**src/hdl/spectral_avg_defs.vh**
```
// Offsets, reset values, mode codes and counts of the averaging register group
`ifndef SPECTRAL_AVG_DEFS_VH
`define SPECTRAL_AVG_DEFS_VH

// Byte addresses on the serial port (low byte of each 16-bit register)
`define ADDR_SUPPLY 7'h04
`define ADDR_AVG_LO 7'h06
`define ADDR_AVG_HI 7'h08
`define ADDR_INDEX 7'h0a
`define ADDR_OUT 7'h12

// Reset values
`define RST_SUPPLY 16'h8000
`define RST_AVG_LO 16'h0108
`define RST_AVG_HI 16'h0101
`define RST_INDEX 12'h000
`define RST_OUT 16'h8000

// Record control mode field
`define MODE_MANUAL 2'b00
`define MODE_AUTO 2'b01
`define MODE_TIME 2'b10

// Highest buffer index per mode
`define IDX_MAX_SPEC 12'h7ff
`define IDX_MAX_TIME 12'hfff

// Serial frame length and averaging divider step count
`define FRAME_BITS 5'd16
`define DIV_STEPS 5'd24

`endif

```
**src/hdl/spectral_avg_regs.v**
```verilog
// Averaging count, supply reading and buffer index registers behind the serial port
`timescale 1ns/100ps
//
// Contract
// RULE1: In manual, automatic and time capture modes, supply is sampled per capture.
// RULE2: Supply register reads 0x8000 until first capture completes; read-only.
// RULE3: Supply reading is unsigned in bits 11:0; bits 15:12 read zero.
// RULE4: Default counts: rate zero averages eight records, rate one uses one.
// RULE5: Capture block, transform, accumulate until count reached, then average all.
// RULE6: Supply and temperature sampled after each block and accumulated.
// RULE7: First count register: rate one in 15:8, rate zero in 7:0.
// RULE8: Second count register: rate three in 15:8, rate two in 7:0; reset 0x0101.
// RULE9: Host writes 16-bit registers as two byte writes, low address first.
// RULE10: Index clears at each capture end; advances on each output data read.
// RULE11: Index at mode maximum wraps to zero on next read increment.
// RULE12: Index spans 0..2047 in spectrum modes, 0..4095 in time capture.
// RULE13: Host writes index in bits 11:0, bits 15:12 zero.
// RULE14: Writing the index loads that buffered sample into the output data register.
// RULE15: Mode bits: 00 manual spectrum, 01 automatic spectrum, 10 time capture.
// RULE16: A zero count is treated as a single record.
`include "spectral_avg_defs.vh"

module spectral_avg_regs #(
    parameter IDX_W = 12,
    parameter SUM_W = 24
) (
    input wire core_clk,
    input wire rst,
    input wire sclk,
    input wire cs_n,
    input wire din,
    output reg dout,
    output reg dout_oe,
    input wire [1:0] mode,
    input wire [1:0] rate_selection,
    input wire cap_start,
    input wire cap_done,
    input wire blk_done,
    input wire fft_done,
    input wire [11:0] supply_code,
    input wire [15:0] temp_code,
    input wire [15:0] buf_rdata,
    output reg [IDX_W-1:0] buf_index,
    output reg blk_go,
    output reg fft_go,
    output reg fft_acc,
    output reg avg_go,
    output reg [7:0] avg_count,
    output reg [15:0] temp_avg,
    output reg busy
);

    localparam ST_IDLE = 3'd0;
    localparam ST_BLK = 3'd1;
    localparam ST_FFT = 3'd2;
    localparam ST_DIV = 3'd3;
    localparam ST_TIME = 3'd4;

    // One restoring division step: returns {remainder, quotient bit}
    function [9:0] div_step;
        input [8:0] rem;
        input nb;
        input [7:0] d;
        reg [8:0] t;
        begin
            t = {rem[7:0], nb};
            if (t >= {1'b0, d}) begin
                div_step = {t - {1'b0, d}, 1'b1};
            end else begin
                div_step = {t, 1'b0};
            end
        end
    endfunction

    // Record count for the selected rate, zero promoted to one
    function [7:0] pick_count;
        input [1:0] r;
        input [15:0] lo;
        input [15:0] hi;
        reg [7:0] c;
        begin
            case (r)
                2'd0: c = lo[7:0];
                2'd1: c = lo[15:8];
                2'd2: c = hi[7:0];
                default: c = hi[15:8];
            endcase
            pick_count = (c == 8'h00) ? 8'h01 : c;
        end
    endfunction

    // Pin synchronisers; the first stage feeds only the second
    reg sclk_s1_q, sclk_s2_q, sclk_s3_q;
    reg cs_s1_q, cs_s2_q;
    reg din_s1_q, din_s2_q;

    reg [4:0] bit_cnt_q;
    reg [14:0] rx_q;
    reg [15:0] tx_q;

    reg [15:0] supply_q;
    reg [11:0] supply_pend_q;
    reg [15:0] avg_lo_q;
    reg [15:0] avg_hi_q;
    reg [15:0] out_buf_q;
    reg load_q;

    reg [2:0] st_q;
    reg [7:0] rec_q;
    reg [7:0] div_q;
    reg [4:0] step_q;
    reg [SUM_W-1:0] sup_sum_q;
    reg [SUM_W-1:0] tmp_sum_q;
    reg [8:0] sup_rem_q;
    reg [8:0] tmp_rem_q;

    wire sclk_rise = sclk_s2_q & ~sclk_s3_q;
    wire sclk_fall = ~sclk_s2_q & sclk_s3_q;
    wire frame_end = sclk_rise & ~cs_s2_q & (bit_cnt_q == `FRAME_BITS - 5'd1);
    wire [15:0] word = {rx_q, din_s2_q};
    wire is_wr = frame_end & word[15];
    wire is_rd = frame_end & ~word[15];
    wire [6:0] addr = word[14:8];
    wire [6:0] reg_addr = {addr[6:1], 1'b0};
    wire hi_byte = addr[0];

    wire [IDX_W-1:0] idx_max = (mode == `MODE_TIME) ? `IDX_MAX_TIME : `IDX_MAX_SPEC;
    wire out_read = is_rd & (reg_addr == `ADDR_OUT);
    wire [9:0] sup_step = div_step(sup_rem_q, sup_sum_q[SUM_W-1], div_q);
    wire [9:0] tmp_step = div_step(tmp_rem_q, tmp_sum_q[SUM_W-1], div_q);
    wire [7:0] rec_next = rec_q + 8'd1;

    reg [15:0] rd_val;
    always @* begin
        case (reg_addr)
            `ADDR_SUPPLY: rd_val = supply_q;
            `ADDR_AVG_LO: rd_val = avg_lo_q;
            `ADDR_AVG_HI: rd_val = avg_hi_q;
            `ADDR_INDEX: rd_val = {4'h0, buf_index};
            `ADDR_OUT: rd_val = out_buf_q;
            default: rd_val = 16'h0000;
        endcase
    end

    // Serial port: sample on rising clock, shift out on falling
    always @(posedge core_clk) begin
        sclk_s1_q <= sclk;
        sclk_s2_q <= sclk_s1_q;
        sclk_s3_q <= sclk_s2_q;
        cs_s1_q <= cs_n;
        cs_s2_q <= cs_s1_q;
        din_s1_q <= din;
        din_s2_q <= din_s1_q;
        if (rst) begin
            sclk_s1_q <= 1'b1;
            sclk_s2_q <= 1'b1;
            sclk_s3_q <= 1'b1;
            cs_s1_q <= 1'b1;
            cs_s2_q <= 1'b1;
            din_s1_q <= 1'b0;
            din_s2_q <= 1'b0;
            bit_cnt_q <= 5'd0;
            rx_q <= 15'h0000;
            tx_q <= 16'h0000;
            dout <= 1'b0;
            dout_oe <= 1'b0;
        end else begin
            dout <= tx_q[15];
            dout_oe <= ~cs_s2_q;
            if (cs_s2_q) begin
                bit_cnt_q <= 5'd0;
            end else if (sclk_rise) begin
                rx_q <= word[14:0];
                bit_cnt_q <= frame_end ? 5'd0 : bit_cnt_q + 5'd1;
            end
            // Read data goes out during the following frame
            // The first fall of a frame presents bit 15, so only later falls shift
            if (is_rd) begin
                tx_q <= rd_val;
            end else if (sclk_fall & ~cs_s2_q & (bit_cnt_q != 5'd0)) begin
                tx_q <= {tx_q[14:0], 1'b0};
            end
        end
    end

    // Register writes, index handling and averaging sequencer
    always @(posedge core_clk) begin
        if (rst) begin
            supply_q <= `RST_SUPPLY; // RULE2
            supply_pend_q <= 12'h000;
            avg_lo_q <= `RST_AVG_LO; // RULE4
            avg_hi_q <= `RST_AVG_HI; // RULE8
            out_buf_q <= `RST_OUT;
            load_q <= 1'b0;
            buf_index <= `RST_INDEX;
            st_q <= ST_IDLE;
            rec_q <= 8'h00;
            div_q <= 8'h01;
            step_q <= 5'd0;
            sup_sum_q <= {SUM_W{1'b0}};
            tmp_sum_q <= {SUM_W{1'b0}};
            sup_rem_q <= 9'h000;
            tmp_rem_q <= 9'h000;
            blk_go <= 1'b0;
            fft_go <= 1'b0;
            fft_acc <= 1'b0;
            avg_go <= 1'b0;
            avg_count <= 8'h01;
            temp_avg <= 16'h0000;
            busy <= 1'b0;
        end else begin
            blk_go <= 1'b0;
            fft_go <= 1'b0;
            fft_acc <= 1'b0;
            avg_go <= 1'b0;
            load_q <= 1'b0;
            // Buffer memory answers the index one cycle after it changes
            if (load_q) begin
                out_buf_q <= buf_rdata; // RULE14
            end
            // Byte writes; the supply register has no write path
            if (is_wr) begin
                case (reg_addr)
                    `ADDR_AVG_LO: begin
                        if (hi_byte) begin
                            avg_lo_q[15:8] <= word[7:0]; // RULE7 RULE9
                        end else begin
                            avg_lo_q[7:0] <= word[7:0]; // RULE7 RULE9
                        end
                    end
                    `ADDR_AVG_HI: begin
                        if (hi_byte) begin
                            avg_hi_q[15:8] <= word[7:0]; // RULE8
                        end else begin
                            avg_hi_q[7:0] <= word[7:0]; // RULE8
                        end
                    end
                    `ADDR_INDEX: begin
                        // Upper nibble of the high byte is dropped
                        if (hi_byte) begin
                            buf_index[11:8] <= word[3:0]; // RULE13
                        end else begin
                            buf_index[7:0] <= word[7:0];
                        end
                        load_q <= 1'b1; // RULE14
                    end
                    default: begin
                    end
                endcase
            end
            if (out_read) begin
                buf_index <= (buf_index >= idx_max) ? `RST_INDEX
                    : buf_index + 12'd1; // RULE10 RULE11 RULE12
                load_q <= 1'b1;
            end
            case (st_q)
                ST_IDLE: begin
                    if (cap_start) begin
                        busy <= 1'b1;
                        if (mode == `MODE_TIME) begin // RULE15
                            supply_pend_q <= supply_code; // RULE1
                            st_q <= ST_TIME;
                        end else if (mode != 2'b11) begin // RULE15
                            rec_q <= 8'h00;
                            div_q <= pick_count(rate_selection, avg_lo_q, avg_hi_q); // RULE16
                            sup_sum_q <= {SUM_W{1'b0}};
                            tmp_sum_q <= {SUM_W{1'b0}};
                            blk_go <= 1'b1; // RULE5
                            st_q <= ST_BLK;
                        end else begin
                            busy <= 1'b0;
                        end
                    end
                end
                ST_TIME: begin
                    if (cap_done) begin
                        supply_q <= {4'h0, supply_pend_q}; // RULE1 RULE2 RULE3
                        buf_index <= `RST_INDEX; // RULE10
                        load_q <= 1'b1;
                        busy <= 1'b0;
                        st_q <= ST_IDLE;
                    end
                end
                ST_BLK: begin
                    if (blk_done) begin
                        sup_sum_q <= sup_sum_q + {{(SUM_W-12){1'b0}}, supply_code}; // RULE6
                        tmp_sum_q <= tmp_sum_q + {{(SUM_W-16){1'b0}}, temp_code}; // RULE6
                        fft_go <= 1'b1; // RULE5
                        st_q <= ST_FFT;
                    end
                end
                ST_FFT: begin
                    if (fft_done) begin
                        fft_acc <= 1'b1; // RULE5
                        rec_q <= rec_next;
                        if (rec_next == div_q) begin
                            sup_rem_q <= 9'h000;
                            tmp_rem_q <= 9'h000;
                            step_q <= 5'd0;
                            st_q <= ST_DIV;
                        end else begin
                            blk_go <= 1'b1;
                            st_q <= ST_BLK;
                        end
                    end
                end
                ST_DIV: begin
                    // Both sums share the count, so they divide side by side
                    sup_rem_q <= sup_step[9:1];
                    tmp_rem_q <= tmp_step[9:1];
                    sup_sum_q <= {sup_sum_q[SUM_W-2:0], sup_step[0]};
                    tmp_sum_q <= {tmp_sum_q[SUM_W-2:0], tmp_step[0]};
                    step_q <= step_q + 5'd1;
                    if (step_q == `DIV_STEPS - 5'd1) begin
                        supply_q <= {4'h0, sup_sum_q[10:0], sup_step[0]}; // RULE3 RULE5
                        temp_avg <= {tmp_sum_q[14:0], tmp_step[0]}; // RULE5
                        avg_count <= div_q;
                        avg_go <= 1'b1; // RULE5
                        buf_index <= `RST_INDEX; // RULE10
                        load_q <= 1'b1;
                        busy <= 1'b0;
                        st_q <= ST_IDLE;
                    end
                end
                default: begin
                    st_q <= ST_IDLE;
                end
            endcase
        end
    end

endmodule // spectral_avg_regs

```
**config.mk**
```make
export PLATFORM = sky130hd
export DESIGN_NAME = spectral_avg_regs
export DESIGN_NICKNAME = d
export VERILOG_FILES = /design/src/hdl/spectral_avg_regs.v
export VERILOG_INCLUDE_DIRS = /design/src /design/src/hdl
export SDC_FILE = /design/constraint.sdc
export NUM_CORES = 1
export LEC_CHECK = 0
export CAP_MARGIN = 10
export CORE_ASPECT_RATIO = 0.75
export CORE_MARGIN = 5
export CORE_UTILIZATION = 58
export CTS_CLUSTER_SIZE = 30
export DETAILED_ROUTE_END_ITERATION = 12
export DONT_BUFFER_PORTS = 1
export GPL_TIMING_DRIVEN = 0
export PLACE_DENSITY = 0.73
export SETUP_SLACK_MARGIN = 0.15
export SYNTH_ARGS = -nofsm -noshare
export SYNTH_HDL_FRONTEND = slang
export SYNTH_SLANG_ARGS = --single-unit
```
**constraint.sdc**
```tcl
create_clock -name core_clk -period 2.6 [get_ports core_clk]
set_clock_uncertainty 0.2 [all_clocks]
set_input_delay 0.26 -clock core_clk [delete_from_list [all_inputs] [get_ports core_clk]]
set_output_delay 0.26 -clock core_clk [all_outputs]
set_load 0.05 [all_outputs]
```
=== After elaboration in Yosys (flattened, before gate mapping) ===
Index checks and enable logic that the tools add are counted.

* Logic and storage cells: 192
* Bits of input ports: 57
* Output and inout bits: 43
* Bits in registers: 251

* Mux-type cells: 74
* Magnitude comparators: 3
* $add $sub $neg: 8
* Bitwise gates (word level): 18
* Reductions and logical operators: 28
* Equal/unequal tests: 25

{| class="wikitable"
|+ Operators with widths
! cell !! count
|-
| one-hot mux 24 bit (3 select lines) || 2
|-
| two-way mux 24 bit || 5
|-
| two-way mux 8 bit || 13
|-
| two-way mux 12 bit || 7
|-
| one-hot mux 16 bit (5 select lines) || 1
|-
| two-way mux 16 bit || 4
|-
| one-hot mux 8 bit (2 select lines) || 3
|-
| one-hot mux 16 bit (2 select lines) || 1
|-
| adder 24 x 12 -> 24 bit || 1
|-
| adder 24 x 16 -> 24 bit || 1
|-
| one-hot mux 12 bit (2 select lines) || 1
|-
| one-hot mux 8 bit (3 select lines) || 1
|-
| two-way mux 3 bit || 7
|-
| AND reduction 3 bit || 7
|-
| greater-or-equal comparator 9 x 8 -> 1 bit || 2
|-
| two-way mux 9 bit || 2
|-
| != test 2 bit, second input constant || 9
|-
| two-way mux 1 bit || 17
|-
| subtractor 8 bit || 2
|-
| two-way mux 5 bit || 3
|-
| one-hot mux 3 bit (5 select lines) || 1
|-
| adder 12 x 1 -> 12 bit, second input constant || 1
|-
| equality test 6 x 2 -> 1 bit, second input constant || 2
|-
| equality test 6 x 3 -> 1 bit, second input constant || 2
|-
| 31 further kinds || 61
|}

=== Longest topological paths before layout ===
* Word-level depth: 9
* Gate-level depth with buffers: 11
* Gate-level depth less buffers: 10

=== Least setup slack after synthesis ===
No wires, ideal clock.

* Path kind: register to register
* From: register div_q[1]
* To: register sup_rem_q[4]
* Clock period less this slack: 2659 ps
* Data required time: 2278 ps
* Arrival time: 2338 ps
* Buffers on the path: 1
* Cell stages (with the launch flop): 11
* Setup time: 122 ps
* Setup slack: -59 ps
* Cells stage by stage: dfxtp_1 > inv_1 > ha_1 > nor2b_1 > o21ai_0 > a21boi_0 > o31ai_1 > a32oi_1 > clkbuf_1 > nor2_1 > a221o_1

* Cells in the longest elaborated chain, start to end: 3
* Elaborated cells between the ends (all ways): 7
* Those cells by class: 1 x add/sub; 1 x order compare; 2 x eq/ne; 2 x mux; 1 x reduce/logical

{| class="wikitable"
|+ RTL lines
! what !! line !! RTL
|-
| start, declared || spectral_avg_regs.v:110 || <nowiki>reg [7:0] div_q;</nowiki>
|-
| start signal, assigned || spectral_avg_regs.v:265 || <nowiki>div_q <= pick_count(rate_selection, avg_lo_q, avg_hi_q);</nowiki>
|-
| subtractor 8 bit (tied with other cells) || spectral_avg_regs.v:68 || <nowiki>div_step = {t - {1'b0, d}, 1'b1};</nowiki>
|-
| two-way mux 9 bit or != test 2 bit (tied branches) || -- ||
|-
| one-hot mux 8 bit (2 select lines) or AND reduction 3 bit (tied branches) || -- ||
|-
| end signal, assigned || spectral_avg_regs.v:309 || <nowiki>sup_rem_q <= sup_step[9:1];</nowiki>
|-
| end, declared || spectral_avg_regs.v:114 || <nowiki>reg [8:0] sup_rem_q;</nowiki>
|}

Parallel ways exist; a longest one is shown, timed or not.
A chain may end at the register's enable or synchronous reset.

=== Worst setup path in the final report ===
* From: register sup_sum_q[0]
* To: register sup_sum_q[8]

* Cells in the longest elaborated chain, start to end: 3

{| class="wikitable"
|+ RTL lines
! what !! line !! RTL
|-
| start, declared || spectral_avg_regs.v:112 || <nowiki>reg [SUM_W-1:0] sup_sum_q;</nowiki>
|-
| start signal, assigned || spectral_avg_regs.v:200 || <nowiki>sup_sum_q <= {SUM_W{1'b0}};</nowiki>
|-
| start signal, assigned || spectral_avg_regs.v:266 || <nowiki>sup_sum_q <= {SUM_W{1'b0}};</nowiki>
|-
| start signal, assigned || spectral_avg_regs.v:286 || <nowiki>sup_sum_q <= sup_sum_q + {{(SUM_W-12){1'b0}}, supply_code};</nowiki>
|-
| adder 24 x 12 -> 24 bit || spectral_avg_regs.v:286 ||
|-
| two-way mux 24 bit || spectral_avg_regs.v:285 || <nowiki>if (blk_done) begin</nowiki>
|-
| one-hot mux 24 bit (3 select lines) || spectral_avg_regs.v:256 || <nowiki>case (st_q)</nowiki>
|}

Every way passes these cells. The select of a mux whose other input is x is not followed.

==> results.rst <==
.. list-table::
   :header-rows: 1

   * - Metric
     - Value
   * - Layout Utilization
     - 0.7480
   * - Syn Area/Cell
     - 8.409 sq um
   * - PD cells
     - 716.4 nW/um^2
   * - Mux contribution to synthesized area
     - 0.08000
   * - Cells after synthesis
     - 1,581
   * - Fraction of final layout cells sized beyond drive strength 1
     - 0.2246
   * - Largest fanout on the critical path
     - 2
   * - Combinational family with the most area after synthesis
     - compound AO/OA/AOI/OAI gates
   * - TritonCTS buffer count
     - 26
   * - Remaining antenna violation count
     - 0
   * - Fraction of the cycle the final worst path needs
     - 1.098
   * - Hold wc startpoint
     - mode[1]
   * - Crit path launch
     - sup_sum_q[0]$_SDFFE_PP0P_
   * - Post-layout net count
     - 1,849
   * - Synth Area in XOR/XNOR
     - 0.01976
   * - Top-Level Pins
     - 100
   * - Post-synthesis share of cell area spent on full adders, half adders and majority gates
     - 0.05402
   * - Run status
     - complete, but fails checks
   * - Post-synthesis cell type count
     - 88
   * - Simple-gate portion of the synthesized area
     - 0.1990
   * - Final-report max-slew violation count
     - 0
   * - Kind of capture point of the worst setup path
     - flop
   * - Max-capacitance violation count
     - 0
   * - Leakage
     - 0.006308 uW
   * - Most used flip-flop cell after synthesis
     - dfxtp_1
   * - Root Driver
     - clkbuf_16
   * - Initial cell density of the core
     - 0.5840
   * - Chip Width
     - 184.8 um
   * - Drt first-iter violations
     - 1,641
   * - Proportion of register bits with asynchronous set or reset after synthesis
     - 0
   * - Post-synth EDFFs
     - 0
   * - Setup crit start kind
     - flop
   * - Shortest clock period the worst path allows after layout
     - 2856 ps
   * - Synthesized net count
     - 1,693
   * - HP Class
     - in2reg
   * - R2R setup slack
     - -260 ps
   * - Area added between synthesis and finish
     - 28.07%
   * - Placement row count
     - 48
   * - Pin count of the biggest net entering global routing
     - 15
   * - Die outline area
     - 26,080 sq um
   * - Height of the die
     - 141.1 um
   * - Cell taking the most area after synthesis
     - dfxtp_1
   * - Number of H-tree levels
     - 1
   * - Netlist area before placement
     - 13,290 sq um
   * - Final Hold Violating Endpoints
     - 0
   * - Endpoint of the worst-slack reg-to-reg timing path
     - sup_sum_q[8]$_SDFFE_PP0P_
   * - Violated checks
     - negative setup slack
   * - Finished Layout Cells
     - 2,054
   * - Origin of the critical flop-to-flop path
     - sup_sum_q[0]$_SDFFE_PP0P_
   * - RSZ-0062 raised after global routing
     - yes
   * - Crit path setup slack, layout
     - -255.8 ps
   * - GRT Resource Usage Total
     - 0.3314
   * - Synth Area in Compound Gates
     - 0.2322
   * - Cell types occupying the most area after synthesis
     - dfxtp_1, mux2i_1, nor2_1
   * - Sequential element share of the synthesized area
     - 0.3735
   * - Timing-limited maximum frequency
     - 0.3502 GHz
   * - Cell count of the worst reg-to-reg path
     - 14
   * - Vias after detailed routing
     - 13,430
   * - Antenna violations before repair
     - 0
   * - Routed vias/inst
     - 6.539
   * - Weighted congestion at the end of routability-driven global placement
     - 0.9710
   * - Total number of clock tree sinks
     - 248
   * - Endpoint required time on the critical path
     - 2830 ps
   * - Critical Setup Path Class
     - reg2reg
   * - Cell depth of the worst min-delay path
     - 4
   * - Via count of the first global-routing pass
     - 12,280
   * - Inserted Diodes
     - 0
   * - Sum Neg Setup Slack
     - -1428 ps
   * - Clock input transition at the sequential cells of the worst setup and hold paths
     - 60 ps
   * - Placed instance count
     - 1,881
   * - GR Overflow Total
     - 0
   * - Count of yosys warnings during synthesis
     - 0
   * - Data arrival time of the worst path
     - 3090 ps
   * - Total half-perimeter wirelength after legalization and detailed placement
     - 31,060 um
   * - Peak supply drop
     - 0.6521 mV
   * - Drc violations
     - 0
   * - Normalized max-slew margin
     - 0.3425
   * - Clock latency at the later pin of the worst-skew pair
     - 540 ps
   * - End point of the critical path
     - sup_sum_q[8]$_SDFFE_PP0P_
   * - Global-route wire length before repair
     - 68,830 um
   * - Final-report setup violation count
     - 19
   * - Core box area
     - 22,760 sq um
   * - Wire length per cell
     - 22.79 um
   * - Flops & latches, synth
     - 248
   * - Synth top area share
     - 0.3735
   * - Maximum clock insertion buffer count
     - 3
   * - Detailed-router iteration count before antenna repair
     - 7
   * - Transition at the pin with the smallest max-transition slack
     - 986.3 ps
   * - Routed WL
     - 46,810 um
   * - Post-Place Worst Slack
     - -569.5 ps
   * - CTS tree
     - done
   * - Count of buffers from port buffering
     - 0
==> critical path, cell delays in order (launching register included) <==
cell      delay [ps]
dfxtp_2          340
ha_4             170
fa_2             370
a211oi_4         270
o211ai_1         200
nand2_1          170
buf_6            110
buf_6             80
buf_6             80
buf_6             80
buf_6             80
buf_6             80
xnor2_2          100
nand2_1          100
a311oi_2         320
==> final cells by class <==
class                   count  area, sq um
multi-input cells        1195         8897
fillers                  1641         5737
flip-flops and latches    248         5041
repair buffers            128         1160
clock buffers              35        755.7
plain buffers             100        535.5
well taps                 300        375.4
inverters                  38        152.6
clock inverters            10        107.6
==> how the worst min path moves through the flow <==
stage	endpoint	slack (ps)
6_report	sup_sum_q[18]$_SDFFE_PP0P_	30
2_1_floorplan	cs_s1_q$_SDFF_PP1_	160
3_5_place_dp	sclk_s1_q$_SDFF_PP1_	170
4_1_cts	sup_sum_q[7]$_SDFFE_PP0P_	1
5_1_grt	sup_sum_q[18]$_SDFFE_PP0P_	70
3_3_place_gp	sclk_s1_q$_SDFF_PP1_	170
==> synth_stat cells, types with 17 or more instances <==
library cell  number
dfxtp_1          248
nor2_1           190
nand2_1          184
a21oi_1          142
mux2i_1           86
clkbuf_1          82
o21ai_0           56
ha_1              51
a221oi_1          45
inv_1             38
nor3_1            36
a21o_1            28
and3_1            21
nand3_1           21
a22oi_1           19
o21a_1            17
==> state kept, by name, indices dropped and copies added (netlist names), 3 cells and up <==
signal / flops
sup_sum_q: 24
tmp_sum_q: 24
avg_hi_q: 16
avg_lo_q: 16
out_buf_q: 16
temp_avg: 16
tx_q: 16
rx_q: 15
supply_q: 13
buf_index: 12
supply_pend_q: 12
avg_count: 8
div_q: 8
rec_q: 8
sup_rem_q: 8
tmp_rem_q: 8
bit_cnt_q: 5
step_q: 5
st_q: 3
==> power by group <==
part,total (uW),internal [uW],switching [uW]
sequential,4360,4030,330
clock,3810,2230,1580
combinational,4030,1660,2360
total,12200,7920,4280
==> logic make-up (layout without fill, tap and decap cells) <==
kind of cell	Yosys count	in the layout
compound gates	452	452
xor+xnor	30	30
simple gates	562	562
buf+inv	138	311
flops	248	248
mux	96	96
fa+ha+maj	55	55
==> metrics by stage <==
stage          area (sq um)  hold WS, ps  total power, uW
2_1_floorplan         13450        163.8             6365
3_3_place_gp          13820        166.0             7079
3_5_place_dp          13820        171.8             7138
4_1_cts               16150        1.281            11520
5_1_grt               17030        69.36            12600
6_report              17030        32.54            12200
==> what timing repair did <==
action	4_1_cts	5_1_grt
gates cloned	5	1
setup endpoints to repair	163	153
gates resized for setup	157	183
pin swaps	74	57
hold buffers	41	1
setup buffers	50	30
hold endpoints to repair	79	1
==> cell usage in the layout (no fill, tap or decap), types with 9 or more instances in the layout <==
| cell type | instances |
|---|---|
| nand2_1 | 182 |
| dfxtp_4 | 14 |
| a311oi_1 | 11 |
| o211ai_1 | 9 |
| ha_4 | 23 |
| nand4_1 | 9 |
| o21a_1 | 16 |
| buf_4 | 67 |
| a21oi_2 | 11 |
| xor2_1 | 14 |
| clkbuf_1 | 56 |
| and3_1 | 18 |
| ha_1 | 24 |
| dlygate4sd3_1 | 42 |
| o21ai_0 | 41 |
| a221oi_1 | 28 |
| xnor2_1 | 14 |
| buf_6 | 26 |
| inv_1 | 32 |
| nor2b_1 | 13 |
| o21ai_1 | 10 |
| a22oi_1 | 17 |
| a221oi_2 | 16 |
| nor2_1 | 184 |
| a21o_1 | 28 |
| nand3_1 | 16 |
| mux2i_1 | 85 |
| a31oi_1 | 15 |
| nor3_1 | 31 |
| dfxtp_1 | 215 |
| a21oi_1 | 131 |
| clkbuf_16 | 27 |
| dfxtp_2 | 19 |
| clkbuf_2 | 22 |
==> routing by layer <==
layer  vias to the layer above  wire length [um]  global-route usage
met3                       127              6188              0.1011
met1                      6391             19360              0.4824
met5                         -                 0                   0
li1                       6104                 -                   -
met2                       810             20060              0.4815
met4                         0              1192             0.08031
Power figures use the tool's default switching activity.
